## config.mk

```make
export PLATFORM = sky130hd
export DESIGN_NAME = mag_top
export DESIGN_NICKNAME = d
export VERILOG_FILES = /design/src/core/mag_pkg.sv /design/src/core/mag_top.sv /design/src/core/mag_agu.sv
export VERILOG_INCLUDE_DIRS = /design/src /design/src/core
export SDC_FILE = /design/constraint.sdc
export NUM_CORES = 1
export LEC_CHECK = 0
export BUFFER_PORTS_ARGS = -buffer_cell sky130_fd_sc_hd__buf_4
export CAP_MARGIN = 20
export CORE_UTILIZATION = 45
export DETAILED_ROUTE_END_ITERATION = 7
export PLACE_DENSITY = 0.65
export SYNTH_ARGS = -nofsm -noshare
export SYNTH_HDL_FRONTEND = slang
export SYNTH_SLANG_ARGS = --single-unit
```

## constraint.sdc

```tcl
create_clock -name aclk -period 8.4 [get_ports aclk]
set_clock_uncertainty 0.15 [all_clocks]
set_input_delay 0.84 -clock aclk [delete_from_list [all_inputs] [get_ports aclk]]
set_output_delay 0.84 -clock aclk [all_outputs]
set_load 0.1 [all_outputs]
```

## src/core/mag_consts.svh

```systemverilog
/*
  Constants of the circular address generator: register byte offsets,
  field positions, reset values and step sizes.
  Assumes inclusion by bare name from the generator's design files.
*/
`ifndef MAG_CONSTS_SVH
`define MAG_CONSTS_SVH

// Register byte offsets on the register bus
`define MAG_OFS_CTRL    8'h00
`define MAG_OFS_XSTART  8'h04
`define MAG_OFS_XEND    8'h08
`define MAG_OFS_YSTART  8'h0C
`define MAG_OFS_YEND    8'h10
`define MAG_OFS_BREV    8'h14
`define MAG_OFS_STATUS  8'h18

// Field positions in circular_addr_control and bitrev_control
`define MAG_XSEL        3:0
`define MAG_YSEL        7:4
`define MAG_BSEL        11:8
`define MAG_XEN         15
`define MAG_YEN         14
`define MAG_BITREV_ENABLE        15
`define MAG_BMOD        14:0
`define MAG_SEL_OFF     4'hF

// Reset values
`define MAG_CTRL_RST    16'h0000
`define MAG_START_RST   16'h0000
`define MAG_END_RST     16'h0001
`define MAG_BREV_RST    16'h0000

// Multiply-accumulate pointer steps
`define MAG_STEP2       16'h0002
`define MAG_STEP4       16'h0004
`define MAG_STEP6       16'h0006

// Bus response codes
`define MAG_RESP_OKAY   2'b00
`define MAG_RESP_SLVERR 2'b10

`endif

```

## src/core/mag_pkg.sv

```systemverilog
/*
  Types of the circular address generator: addressing modes, bus write
  states and the request and result carriers.
  Assumes nothing beyond a SystemVerilog compiler.
*/
package mag_pkg;

  // Addressing mode of a move or accumulator operand
  typedef enum logic [2:0] {
    MD_IND    = 3'b000,
    MD_POST   = 3'b001,
    MD_PRE    = 3'b010,
    MD_REGOFS = 3'b011,
    MD_LITOFS = 3'b100
  } mag_mode_type;

  // Addressing mode of a multiply-accumulate prefetch
  typedef enum logic [2:0] {
    MC_IND  = 3'b000,
    MC_INC2 = 3'b001,
    MC_INC4 = 3'b010,
    MC_INC6 = 3'b011,
    MC_DEC2 = 3'b100,
    MC_DEC4 = 3'b101,
    MC_DEC6 = 3'b110,
    MC_IDX  = 3'b111
  } mag_mac_mode_type;

  // Register bus write states
  typedef enum logic {
    WS_IDLE = 1'b0,
    WS_RESP = 1'b1
  } mag_wstate_type;

  // One operand request to an address lane
  typedef struct packed {
    logic         valid;
    mag_mode_type mode;
    logic [3:0]   wreg;
    logic [15:0]  ptr;
    logic [15:0]  modv;
    logic         word;
  } mag_req_type;

  // Multiply-accumulate prefetch pair
  typedef struct packed {
    logic             valid;
    logic             xsel;
    mag_mac_mode_type xmode;
    logic [15:0]      xptr;
    logic             ysel;
    mag_mac_mode_type ymode;
    logic [15:0]      yptr;
  } mag_mac_type;

  // Registered lane result
  typedef struct packed {
    logic        valid;
    logic [15:0] ea;
    logic        wb_en;
    logic [15:0] wb_val;
  } mag_res_type;

endpackage

```

## src/core/mag_top.sv

```systemverilog
/*
  Circular address generator: control and boundary registers on an
  AXI4-Lite slave, and three address lanes (X read, X write, Y) fed by
  the instruction decoder. Assumes the decoder never offers a move read
  and a multiply-accumulate prefetch in the same cycle.
*/
module mag_top
  import mag_pkg::*;
(
  // Clock and reset
  input  wire logic        aclk,
  input  wire logic        aresetn,
  // AXI4-Lite write address and data
  input  wire logic [7:0]  awaddr,
  input  wire logic        awvalid,
  output logic             awready,
  input  wire logic [31:0] wdata,
  input  wire logic [3:0]  wstrb,
  input  wire logic        wvalid,
  output logic             wready,
  // AXI4-Lite write response
  output logic [1:0]       bresp,
  output logic             bvalid,
  input  wire logic        bready,
  // AXI4-Lite read
  input  wire logic [7:0]  araddr,
  input  wire logic        arvalid,
  output logic             arready,
  output logic [31:0]      rdata,
  output logic [1:0]       rresp,
  output logic             rvalid,
  input  wire logic        rready,
  // Move and accumulator operands
  input  wire mag_req_type rd_req,
  input  wire mag_req_type wr_req,
  input  wire logic [15:0] offset_reg_val,
  // Multiply-accumulate prefetch
  input  wire mag_mac_type mac,
  // Generated addresses
  output mag_res_type      xr_res,
  output mag_res_type      xw_res,
  output mag_res_type      y_res,
  output logic             mac_err
);
  `include "mag_consts.svh"

  logic [15:0]    ctrl_r, xs_r, xe_r, ys_r, ye_r, rev_r;
  logic [7:0]     awaddr_r;
  logic [31:0]    wdata_r, rdata_r;
  logic [3:0]     wstrb_r;
  logic           aw_have_r, w_have_r, rvalid_r, mac_err_r;
  logic [1:0]     bresp_r, rresp_r;
  mag_wstate_type ws_r;
  logic           do_wr, wr_hit;
  logic           x_on, y_on, brev_en;
  mag_req_type    xr_q, xw_q, y_q, macx_q;

  // Merge enabled byte lanes into a 16-bit register
  function automatic logic [15:0] merge16(input logic [15:0] old, input logic [31:0] d,
                                          input logic [3:0] s);
    merge16 = old;
    if (s[0]) merge16[7:0] = d[7:0];
    if (s[1]) merge16[15:8] = d[15:8];
  endfunction

  // Substitute the shared offset register value in indexed mode
  function automatic mag_req_type fix_ofs(input mag_req_type q, input logic [15:0] ofs);
    fix_ofs = q;
    if (q.mode == MD_REGOFS) fix_ofs.modv = ofs;
  endfunction

  // Turn one multiply-accumulate operand into a lane request
  function automatic mag_req_type mac_req(input logic v, input logic [3:0] wr,
                                          input logic idx_ok, input mag_mac_mode_type m,
                                          input logic [15:0] p, input logic [15:0] ofs);
    mac_req       = '0;
    mac_req.valid = v;
    mac_req.wreg  = wr;
    mac_req.ptr   = p;
    mac_req.word  = 1'b1;
    mac_req.mode  = MD_POST;
    case (m)
      MC_IND:  mac_req.mode = MD_IND;
      MC_INC2: mac_req.modv = `MAG_STEP2;
      MC_INC4: mac_req.modv = `MAG_STEP4;
      MC_INC6: mac_req.modv = `MAG_STEP6;
      MC_DEC2: mac_req.modv = 16'h0000 - `MAG_STEP2;
      MC_DEC4: mac_req.modv = 16'h0000 - `MAG_STEP4;
      MC_DEC6: mac_req.modv = 16'h0000 - `MAG_STEP6;
      default: begin
        mac_req.mode = idx_ok ? MD_REGOFS : MD_IND;
        mac_req.modv = ofs;
      end
    endcase
  endfunction

  // Circular and bit-reverse activation
  assign x_on    = ctrl_r[`MAG_XEN] && (ctrl_r[`MAG_XSEL] != `MAG_SEL_OFF);
  assign y_on    = ctrl_r[`MAG_YEN] && (ctrl_r[`MAG_YSEL] != `MAG_SEL_OFF);
  assign brev_en = rev_r[`MAG_BITREV_ENABLE] && (ctrl_r[`MAG_BSEL] != `MAG_SEL_OFF);

  // Lane requests: W8/W9 to the X read lane, W10/W11 to the Y lane
  assign macx_q = mac_req(mac.valid, {3'b100, mac.xsel}, mac.xsel, mac.xmode, mac.xptr,
                          offset_reg_val);
  assign y_q    = mac_req(mac.valid, {3'b101, mac.ysel}, mac.ysel, mac.ymode, mac.yptr,
                          offset_reg_val);
  assign xr_q   = mac.valid ? macx_q : fix_ofs(rd_req, offset_reg_val);
  assign xw_q   = fix_ofs(wr_req, offset_reg_val);

  // X read lane
  mag_agu #(
    .BREV_OK   (1'b0),
    .WORD_ONLY (1'b0)
  ) u_x_read_addr_unit (
    .aclk      (aclk),
    .aresetn   (aresetn),
    .req       (xr_q),
    .circ_on   (x_on && (xr_q.wreg == ctrl_r[`MAG_XSEL])),
    .bnd_start (xs_r),
    .bnd_end   (xe_r),
    .brev_on   (1'b0),
    .brev_mod  (15'h0000),
    .res_r     (xr_res)
  );

  // X write lane, the only one that steps bit-reversed
  mag_agu #(
    .BREV_OK   (1'b1),
    .WORD_ONLY (1'b0)
  ) u_x_write_addr_unit (
    .aclk      (aclk),
    .aresetn   (aresetn),
    .req       (xw_q),
    .circ_on   (x_on && (xw_q.wreg == ctrl_r[`MAG_XSEL])),
    .bnd_start (xs_r),
    .bnd_end   (xe_r),
    .brev_on   (brev_en && (xw_q.wreg == ctrl_r[`MAG_BSEL])),
    .brev_mod  (rev_r[`MAG_BMOD]),
    .res_r     (xw_res)
  );

  // Y lane, word data only
  mag_agu #(
    .BREV_OK   (1'b0),
    .WORD_ONLY (1'b1)
  ) u_y_addr_unit (
    .aclk      (aclk),
    .aresetn   (aresetn),
    .req       (y_q),
    .circ_on   (y_on && (y_q.wreg == ctrl_r[`MAG_YSEL])),
    .bnd_start (ys_r),
    .bnd_end   (ye_r),
    .brev_on   (1'b0),
    .brev_mod  (15'h0000),
    .res_r     (y_res)
  );

  // Flag an indexed prefetch through W8 or W10
  always_ff @(posedge aclk) begin
    if (!aresetn) begin
      mac_err_r <= 1'b0;
    end else if (mac.valid) begin
      mac_err_r <= (mac.xmode == MC_IDX && !mac.xsel) || (mac.ymode == MC_IDX && !mac.ysel);
    end
  end
  assign mac_err = mac_err_r;

  // Bus handshakes
  assign do_wr   = aw_have_r && w_have_r && (ws_r == WS_IDLE);
  assign awready = !aw_have_r && (ws_r == WS_IDLE);
  assign wready  = !w_have_r && (ws_r == WS_IDLE);
  assign bvalid  = (ws_r == WS_RESP);
  assign bresp   = bresp_r;
  assign arready = !rvalid_r;
  assign rvalid  = rvalid_r;
  assign rdata   = rdata_r;
  assign rresp   = rresp_r;

  // Write address capture
  always_ff @(posedge aclk) begin
    if (!aresetn) begin
      aw_have_r <= 1'b0;
      awaddr_r  <= 8'h00;
    end else if (awvalid && awready) begin
      aw_have_r <= 1'b1;
      awaddr_r  <= awaddr;
    end else if (do_wr) begin
      aw_have_r <= 1'b0;
    end
  end

  // Write data capture
  always_ff @(posedge aclk) begin
    if (!aresetn) begin
      w_have_r <= 1'b0;
      wdata_r  <= 32'h0000_0000;
      wstrb_r  <= 4'h0;
    end else if (wvalid && wready) begin
      w_have_r <= 1'b1;
      wdata_r  <= wdata;
      wstrb_r  <= wstrb;
    end else if (do_wr) begin
      w_have_r <= 1'b0;
    end
  end

  // Write response state
  always_ff @(posedge aclk) begin
    if (!aresetn) begin
      ws_r <= WS_IDLE;
    end else begin
      case (ws_r)
        WS_IDLE: if (do_wr) ws_r <= WS_RESP;
        WS_RESP: if (bready) ws_r <= WS_IDLE;
        default: ws_r <= WS_IDLE;
      endcase
    end
  end

  // Writable register decode
  always_comb begin
    if (awaddr_r == `MAG_OFS_CTRL) wr_hit = 1'b1;
    else if (awaddr_r == `MAG_OFS_XSTART) wr_hit = 1'b1;
    else if (awaddr_r == `MAG_OFS_XEND) wr_hit = 1'b1;
    else if (awaddr_r == `MAG_OFS_YSTART) wr_hit = 1'b1;
    else if (awaddr_r == `MAG_OFS_YEND) wr_hit = 1'b1;
    else if (awaddr_r == `MAG_OFS_BREV) wr_hit = 1'b1;
    else wr_hit = 1'b0;
  end

  // Response code, latched with the write
  always_ff @(posedge aclk) begin
    if (!aresetn) bresp_r <= `MAG_RESP_OKAY;
    else if (do_wr) bresp_r <= wr_hit ? `MAG_RESP_OKAY : `MAG_RESP_SLVERR;
  end

  // Register file; start bit zero reads 0 and end bit zero reads 1
  always_ff @(posedge aclk) begin
    if (!aresetn) begin
      ctrl_r <= `MAG_CTRL_RST;
      xs_r   <= `MAG_START_RST;
      xe_r   <= `MAG_END_RST;
      ys_r   <= `MAG_START_RST;
      ye_r   <= `MAG_END_RST;
      rev_r  <= `MAG_BREV_RST;
    end else if (do_wr) begin
      if (awaddr_r == `MAG_OFS_CTRL) ctrl_r <= merge16(ctrl_r, wdata_r, wstrb_r) & 16'hCFFF;
      else if (awaddr_r == `MAG_OFS_XSTART) xs_r <= merge16(xs_r, wdata_r, wstrb_r) & 16'hFFFE;
      else if (awaddr_r == `MAG_OFS_XEND) xe_r <= merge16(xe_r, wdata_r, wstrb_r) | 16'h0001;
      else if (awaddr_r == `MAG_OFS_YSTART) ys_r <= merge16(ys_r, wdata_r, wstrb_r) & 16'hFFFE;
      else if (awaddr_r == `MAG_OFS_YEND) ye_r <= merge16(ye_r, wdata_r, wstrb_r) | 16'h0001;
      else if (awaddr_r == `MAG_OFS_BREV) rev_r <= merge16(rev_r, wdata_r, wstrb_r);
    end
  end

  // Read channel; unmapped addresses answer zero with an error
  always_ff @(posedge aclk) begin
    if (!aresetn) begin
      rvalid_r <= 1'b0;
      rdata_r  <= 32'h0000_0000;
      rresp_r  <= `MAG_RESP_OKAY;
    end else if (arvalid && arready) begin
      rvalid_r <= 1'b1;
      rresp_r  <= `MAG_RESP_OKAY;
      if (araddr == `MAG_OFS_CTRL) rdata_r <= {16'h0000, ctrl_r};
      else if (araddr == `MAG_OFS_XSTART) rdata_r <= {16'h0000, xs_r};
      else if (araddr == `MAG_OFS_XEND) rdata_r <= {16'h0000, xe_r};
      else if (araddr == `MAG_OFS_YSTART) rdata_r <= {16'h0000, ys_r};
      else if (araddr == `MAG_OFS_YEND) rdata_r <= {16'h0000, ye_r};
      else if (araddr == `MAG_OFS_BREV) rdata_r <= {16'h0000, rev_r};
      else if (araddr == `MAG_OFS_STATUS) rdata_r <= {28'h000_0000, mac_err_r, brev_en, y_on, x_on};
      else begin
        rdata_r <= 32'h0000_0000;
        rresp_r <= `MAG_RESP_SLVERR;
      end
    end else if (rready) begin
      rvalid_r <= 1'b0;
    end
  end
endmodule // mag_top

```

## src/core/mag_agu.sv

```systemverilog
/*
  One address generator lane: pointer step, circular wrap and, where
  allowed, bit-reversed stepping, with a registered result.
  Assumes one request per cycle and a synchronous active-low reset.
*/
module mag_agu
  import mag_pkg::*;
#(
  parameter bit BREV_OK   = 1'b0,
  parameter bit WORD_ONLY = 1'b0
)(
  // Clock and reset
  input  wire logic        aclk,
  input  wire logic        aresetn,
  // Operand request
  input  wire mag_req_type req,
  // Circular buffer window
  input  wire logic        circ_on,
  input  wire logic [15:0] bnd_start,
  input  wire logic [15:0] bnd_end,
  // Bit-reversed stepping
  input  wire logic        brev_on,
  input  wire logic [14:0] brev_mod,
  // Registered result
  output mag_res_type      res_r
);
  logic [15:0] sum, tgt, corr, rev_sum, ea_nxt, ptr_nxt;
  logic [16:0] len;
  logic        inc, pow2, hi, lo, wrap_hit, use_brev, modify;

  // Mirror a 16-bit word
  function automatic logic [15:0] rev16(input logic [15:0] v);
    for (int i = 0; i < 16; i++) rev16[i] = v[15-i];
  endfunction

  // Step, window length and boundary tests
  always_comb begin
    modify   = (req.mode == MD_PRE) || (req.mode == MD_POST);
    inc      = ~req.modv[15];
    sum      = req.ptr + req.modv;
    tgt      = (req.mode == MD_IND) ? req.ptr : sum;
    len      = {1'b0, bnd_end} - {1'b0, bnd_start} + 17'h0_0001;
    pow2     = (len & (len - 17'h0_0001)) == 17'h0_0000;
    hi       = (tgt > bnd_end) && (inc || pow2);
    lo       = (tgt < bnd_start) && (!inc || pow2);
    use_brev = BREV_OK && brev_on && modify && inc && req.word;
    wrap_hit = circ_on && !use_brev && (req.mode != MD_IND) && (hi || lo);
    rev_sum  = rev16((rev16(req.ptr) + rev16({brev_mod, 1'b0})) & 16'h7FFF);
  end

  // Wrap by one length, then pick address and new pointer
  always_comb begin
    corr = tgt;
    if (wrap_hit && hi) corr = tgt - len[15:0];
    else if (wrap_hit && lo) corr = tgt + len[15:0];
    ptr_nxt = use_brev ? rev_sum : corr;
    ea_nxt  = (req.mode == MD_POST || req.mode == MD_IND) ? req.ptr : ptr_nxt;
    if (WORD_ONLY || use_brev) ea_nxt[0] = 1'b0;
  end

  // Result register
  always_ff @(posedge aclk) begin
    if (!aresetn) begin
      res_r <= '0;
    end else begin
      res_r.valid  <= req.valid;
      res_r.ea     <= ea_nxt;
      res_r.wb_en  <= req.valid && modify;
      res_r.wb_val <= ptr_nxt;
    end
  end
endmodule // mag_agu

```

==> results.json, run 1 <==
{
  "ant_nets": 0,
  "grt_pass1_vias": 21700,
  "io_buffer_count": 303,
  "cts_buffers": 28,
  "grt_max_degree": 111,
  "synthArstFlopShare": 0,
  "setup_viol": 0,
  "min_to": "rvalid$_SDFFE_PN0P_",
  "drt-vias-per-instance": 6.10,
  "avgSynthCellArea_sq_um": 7.80,
  "start_util": 0.457,
  "relSlewSlack": 0.295,
  "ys_dominant_reg_cell": "dfxtp_1",
  "status": "finished, violations left",
  "synth.area.top_cells": "dfxtp_1 (21%), ha_1 (16%), mux2i_1 (5.2%)",
  "fin_util": 0.536,
  "hold_start": "rready",
  "failed_checks": "DRC",
  "die_x_um": 228,
  "placed_cells": 3846,
  "instances_no_fill": 3900,
  "p_leak_uw": 0.0121,
  "firstDrtPassIters": 8,
  "ios": 342,
  "yosysWarningCount": 0,
  "drc": 1,
  "cp.depth": 27,
  "drive_above_1_share": 0.152,
  "drt-total-wl_um": 93900,
  "end_kind": "flop",
  "cts.sinks": 240,
  "hold_class": "input pin to flop",
  "fmax_mhz": 135,
  "hold_viol": 0,
  "p_per_area_mw_per_mm2": 184,
  "coreArea_sq_mm": 0.0502,
  "cts_setup_buffers": 0,
  "setup_tns_ns": 0,
  "cts_hold_buf": 0,
  "max_stage_delay_ns": 0.53,
  "hold_slack_ns": 0.267,
  "rsz0062_at_grt": "false",
  "synth_area_leader_cell": "dfxtp_1",
  "design.die.area_sq_mm": 0.0518,
  "grt_overflow": 0,
  "vias": 23800,
  "path_class": "input pin to flop",
  "period_share": 0.883,
  "drv_cap": 0,
  "clk_pin_slew_worst_paths_ns": 0.06,
  "ys_seq_elements": 240,
  "grt_pass1_wl_um": 136000,
  "clk_path_buf_depth": 3,
  "worstReg2RegEnd": "u_x_write_addr_unit.res_r[3]$_SDFF_PN0_",
  "crit_required_ns": 8.79,
  "slew_violations": 0,
  "critPathMostFrequentCell": "o21ai_0",
  "fp-row-count": 82,
  "cts_resized": 0,
  "initialDrtViolationCount": 2037,
  "synth_edf_count": 0,
  "reg2reg_depth": 17,
  "gp_congestion": 0.991,
  "setup.worst_path.start_class": "input pin",
  "ir_drop_v": 0.000160,
  "netlist_area_sq_mm": 0.0229,
  "synth_most_common_cell": "nor2_1",
  "cp_slowest_cell": "a211oi_1",
  "crit_buf_inv": 2,
  "cp_max_fo": 22,
  "synth_cells": 2937,
  "r2r_setup_slack_ns": 1.69,
  "antenna_found_initial": 3,
  "cp.arrival_ns": 7.80,
  "root_buffer": "clkbuf_16",
  "clock_latency_ns": 0.60,
  "ys_seq_area_frac": 0.210,
  "grt_use_total": 0.351,
  "synth_common_cells": "nor2_1 (294), ha_1 (293), dfxtp_1 (240)",
  "hold_depth": 2,
  "period_minus_slack_ns": 7.42,
  "h-tree-depth": 1,
  "synth_cell_types": 97,
  "r2r_start": "xe_r[1]$_SDFFE_PN0P_",
  "syn_to_final_growth_pct": 17.3,
  "die_h_um": 228,
  "critPathTopFamily": "compound AO/OA/AOI/OAI gates",
  "routedWlPerCell_um": 24.1,
  "final_nets": 3705,
  "dp_hpwl_um": 76400,
  "tightest_slew_ns": 1.04,
  "synth_top_area_share": 0.210,
  "tritoncts": "built"
}
==> cell families (layout without fill, tap and decap cells) <==
| group | count (synthesis) | in the layout | share of synthesized area |
|---|---|---|---|
| compound gates | 900 | 900 | 0.266 |
| simple gates | 897 | 897 | 0.188 |
| buf+inv | 344 | 615 | 0.0605 |
| fa+ha+maj | 305 | 305 | 0.169 |
| flops | 240 | 240 | 0.210 |
| mux | 149 | 149 | 0.0667 |
| xor+xnor | 101 | 101 | 0.0389 |
| other cells | 1 | 21 | 0.000164 |
==> area by class of cell <==
type                            count  area (sq um)
Fill cell                        4825         23300
Multi-Input combinational cell   2371         16800
Sequential cell                   240          4800
Timing Repair Buffer              366          2750
Tap cell                          672           841
Clock buffer                       37           774
Inverter                          198           748
Clock inverter                     14           151
Antenna cell                        2          5.00
==> worst max-delay path by stage <==
stage                     from                                 endpoint  slack, ns
finish                 mac[18]       u_y_addr_unit.res_r[14]$_SDFF_PN0_       0.98
global route           mac[40]  u_x_read_addr_unit.res_r[30]$_SDFF_PN0_       0.36
CTS                 wr_req[39]  u_x_write_addr_unit.res_r[3]$_SDFF_PN0_       1.22
detailed placement  wr_req[39]  u_x_write_addr_unit.res_r[3]$_SDFF_PN0_       0.61
global placement       mac[18]       u_y_addr_unit.res_r[14]$_SDFF_PN0_       0.67
floorplan              mac[40]  u_x_read_addr_unit.res_r[25]$_SDFF_PN0_       0.90
==> cells in the final DEF, fill, tap and decap left out, types with 14 or more instances in the layout <==
| master | n |
|---|---|
| a221oi_1 | 14 |
| mux2_2 | 30 |
| xnor2_1 | 65 |
| dfxtp_1 | 240 |
| a21o_1 | 81 |
| and3_1 | 14 |
| and2_1 | 62 |
| a31oi_1 | 37 |
| o31ai_1 | 20 |
| xor2_1 | 35 |
| mux2i_1 | 119 |
| or3_1 | 30 |
| a211oi_1 | 48 |
| o221ai_1 | 21 |
| nor4_1 | 15 |
| o211ai_1 | 24 |
| nand2b_1 | 15 |
| nor3_1 | 64 |
| inv_1 | 196 |
| nor2_1 | 294 |
| ha_1 | 293 |
| clkbuf_16 | 28 |
| nand4_1 | 31 |
| or2_2 | 14 |
| o21bai_1 | 34 |
| conb_1 | 19 |
| o21ai_0 | 147 |
| nor2b_1 | 31 |
| a21boi_0 | 14 |
| buf_4 | 366 |
| nand2_1 | 220 |
| o21a_1 | 43 |
| a21oi_1 | 225 |
| nand3_1 | 50 |
| o22ai_1 | 15 |
==> flip-flops by register name, indices dropped and copies added, names as in the netlist, 2 cells and up <==
name                       count
u_x_read_addr_unit.res_r      34
u_x_write_addr_unit.res_r     34
u_y_addr_unit.res_r           33
rdata                         16
rev_r                         16
wdata_r                       16
xe_r                          15
xs_r                          15
ye_r                          15
ys_r                          15
ctrl_r                        14
awaddr_r                       8
wstrb_r                        2
==> routing by layer <==
layer | global-route usage | wire length (um) | vias up
met3 | 0.0569 | 7440 | 167
met4 | 0.142 | 3960 | 2
met2 | 0.538 | 39800 | 1060
met5 | 0 | 13 | -
li1 | - | - | 11300
met1 | 0.487 | 42700 | 11300
==> power by group <==
| group | switching (uW) | leakage (uW) | internal [uW] |
|---|---|---|---|
| Combinational | 1660 | 0.00966 | 772 |
| Sequential | 48.3 | 0.00197 | 1220 |
| Clock | 535 | 0.000452 | 712 |
| Total | 2250 | 0.0121 | 2700 |
==> through the flow <==
step / instance area (sq um) / setup slack [ns] / power [uW]
floorplan: 23000 / 0.905 / 2950
global placement: 25900 / 0.669 / 3650
global route: 26900 / 0.356 / 5180
CTS: 26900 / 1.22 / 4930
detailed placement: 25900 / 0.609 / 3680
finish: 26900 / 0.984 / 4950
Note: power is estimated with default switching activity, not from simulation.
==> inputs of run 2 (changes only) <==
- REMOVE_ABC_BUFFERS: default -> 1
==> run 2 against run 1 <==
Compared with the run above: largest cell class unchanged; non-clock buffer count decreased by 13; total power down 0.45%; final cell count shrank 0.26%; the flow now finishes without violations; register-to-register slack better by 0.03 ns; critical endpoint is now u_x_read_addr_unit.res_r[31]$_SDFF_PN0_; utilization down 0.16 points.
==> results.json, run 2 (same netlist as run 1, synthesis figures left out) <==
{
  "status": "finished, final reports clean",
  "die_x_um": 228,
  "max_stage_delay_ns": 0.56,
  "rsz0062_at_grt": "false",
  "syn_to_final_growth_pct": 17.0,
  "drc": 0,
  "routedWlPerCell_um": 22.6,
  "stdcell_area_sq_mm": 0.0268,
  "start_util": 0.457,
  "setup_tns_ns": 0,
  "final_cell_mix": "buf_4 (353), nor2_1 (294), ha_1 (293)",
  "period_minus_slack_ns": 7.42,
  "clockPowerShare": 0.258,
  "hold_depth": 2,
  "tightest_slew_ns": 1.19,
  "p_seq_frac": 0.259,
  "p_int_uw": 2690,
  "io_buffer_count": 303,
  "ant_nets": 0,
  "clock_latency_ns": 0.60,
  "drt-total-wl_um": 88100,
  "relSlewSlack": 0.199,
  "gp_congestion": 0.999,
  "grt_max_degree": 111,
  "switchingPower_uw": 2240,
  "crit_required_ns": 8.66,
  "p_leak_uw": 0.0120,
  "initialDrtViolationCount": 2032,
  "hold_viol": 0,
  "final_nets": 3692,
  "root_buffer": "clkbuf_16",
  "cp_max_fo": 16,
  "design.die.area_sq_mm": 0.0518,
  "hold_start": "rready",
  "cts_buffers": 28,
  "firstDrtPassIters": 6,
  "clk_pin_slew_worst_paths_ns": 0.06,
  "ir_drop_v": 0.000157,
  "min_to": "rvalid$_SDFFE_PN0P_",
  "grt_pass1_wl_um": 131000,
  "r2r_setup_slack_ns": 1.72,
  "fp-row-count": 82,
  "drv_cap": 0,
  "p_per_area_mw_per_mm2": 184,
  "end_kind": "flop",
  "setup_viol": 0,
  "clk_path_buf_depth": 3,
  "final_common_cell": "buf_4",
  "tritoncts": "built",
  "reg.largest.list": "u_x_read_addr_unit.res_r: 34 flops, u_x_write_addr_unit.res_r: 34 flops, u_y_addr_unit.res_r: 33 flops",
  "slew_violations": 0,
  "h-tree-depth": 1,
  "p_comb_frac": 0.483,
  "cp_slowest_cell": "o21ai_1",
  "critPathMostFrequentCell": "o21ai_0",
  "die_h_um": 228,
  "hold_class": "input pin to flop",
  "drt-vias-per-instance": 6.08,
  "vias": 23700,
  "reg2reg_depth": 16,
  "setup.worst_path.start_class": "input pin",
  "cts_hold_buf": 0,
  "cp.arrival_ns": 7.69,
  "path_class": "input pin to flop",
  "grt_use_total": 0.329,
  "p_sw_frac": 0.454,
  "r2r_start": "xe_r[1]$_SDFFE_PN0P_",
  "cts.sinks": 240,
  "grt_overflow": 0,
  "grt_pass1_vias": 21700,
  "cts_resized": 0,
  "antenna_found_initial": 4,
  "coreArea_sq_mm": 0.0502,
  "cts_setup_buffers": 0,
  "ios": 342,
  "drive_above_1_share": 0.149,
  "dpl_cell_area_sq_mm": 0.0258,
  "period_share": 0.884,
  "dp_hpwl_um": 71600,
  "fmax_mhz": 135,
  "worstReg2RegEnd": "u_x_write_addr_unit.res_r[23]$_SDFF_PN0_"
}
## run 2: changes by cell type in the layout (fill, tap and decap cells not counted), sizes merged
cell,delta
buf,-13
clkbuf,-2
clkinv,-2
clkinvlp,+2
diode,+2
inv,+3
## run 2: cell type report
cell class | instances | area (sq um)
Clock inverter | 17 | 184
Sequential cell | 240 | 4800
Clock buffer | 35 | 757
Inverter | 198 | 748
Fill cell | 4803 | 23400
Multi-Input combinational cell | 2371 | 16800
Tap cell | 672 | 841
Antenna cell | 4 | 10.0
Timing Repair Buffer | 353 | 2650
## run 2: critical path: cells and delay by family
family	cells	cell delay, ns
AO/OA/AOI/OAI	19	4.33
buffers and inverters	3	0.47
multiplexers	2	0.50
adder cells (fa/ha/maj)	2	0.79
AND/OR/NAND/NOR	3	0.74
## run 2: worst max path at each step
| stage | start | cells past startpoint | end |
|---|---|---|---|
| floorplan | wr_req[39] | 24 | u_x_write_addr_unit.res_r[8]$_SDFF_PN0_ |
| global placement | rd_req[39] | 30 | u_x_read_addr_unit.res_r[27]$_SDFF_PN0_ |
| detailed placement | rd_req[39] | 29 | u_x_read_addr_unit.res_r[31]$_SDFF_PN0_ |
| CTS | rd_req[39] | 29 | u_x_read_addr_unit.res_r[27]$_SDFF_PN0_ |
| global route | rd_req[39] | 29 | u_x_read_addr_unit.res_r[31]$_SDFF_PN0_ |
| finish | rd_req[39] | 29 | u_x_read_addr_unit.res_r[31]$_SDFF_PN0_ |
## run 2: through the flow
| stage | worst slack [ns] | instances | utilization | total power [uW] | hold WS, ns |
|---|---|---|---|---|---|
| floorplan | 1.67 | 2809 | - | 2920 | 0.286 |
| global placement | 0.637 | 3833 | 0.515 | 3590 | 0.293 |
| detailed placement | 0.549 | 3833 | 0.515 | 3630 | 0.300 |
| CTS | 1.15 | 3885 | 0.534 | 4900 | 0.255 |
| global route | 0.427 | 3890 | 0.534 | 5170 | 0.273 |
| finish | 0.977 | 3890 | 0.534 | 4930 | 0.275 |
## run 2: power by group through the flow
stage	combinational [uW]	sequential, uW	clock [uW]
floorplan	1140	1780	0
global placement	2300	1300	0
detailed placement	2330	1300	0
CTS	2340	1280	1290
global route	2550	1280	1340
finish	2380	1280	1270
## run 2: per-layer routing
metal  routed length [um]  track usage
met2                38000        0.511
met3                 7280       0.0504
met4                 3300        0.134
met1                39500        0.454
met5                    0            0
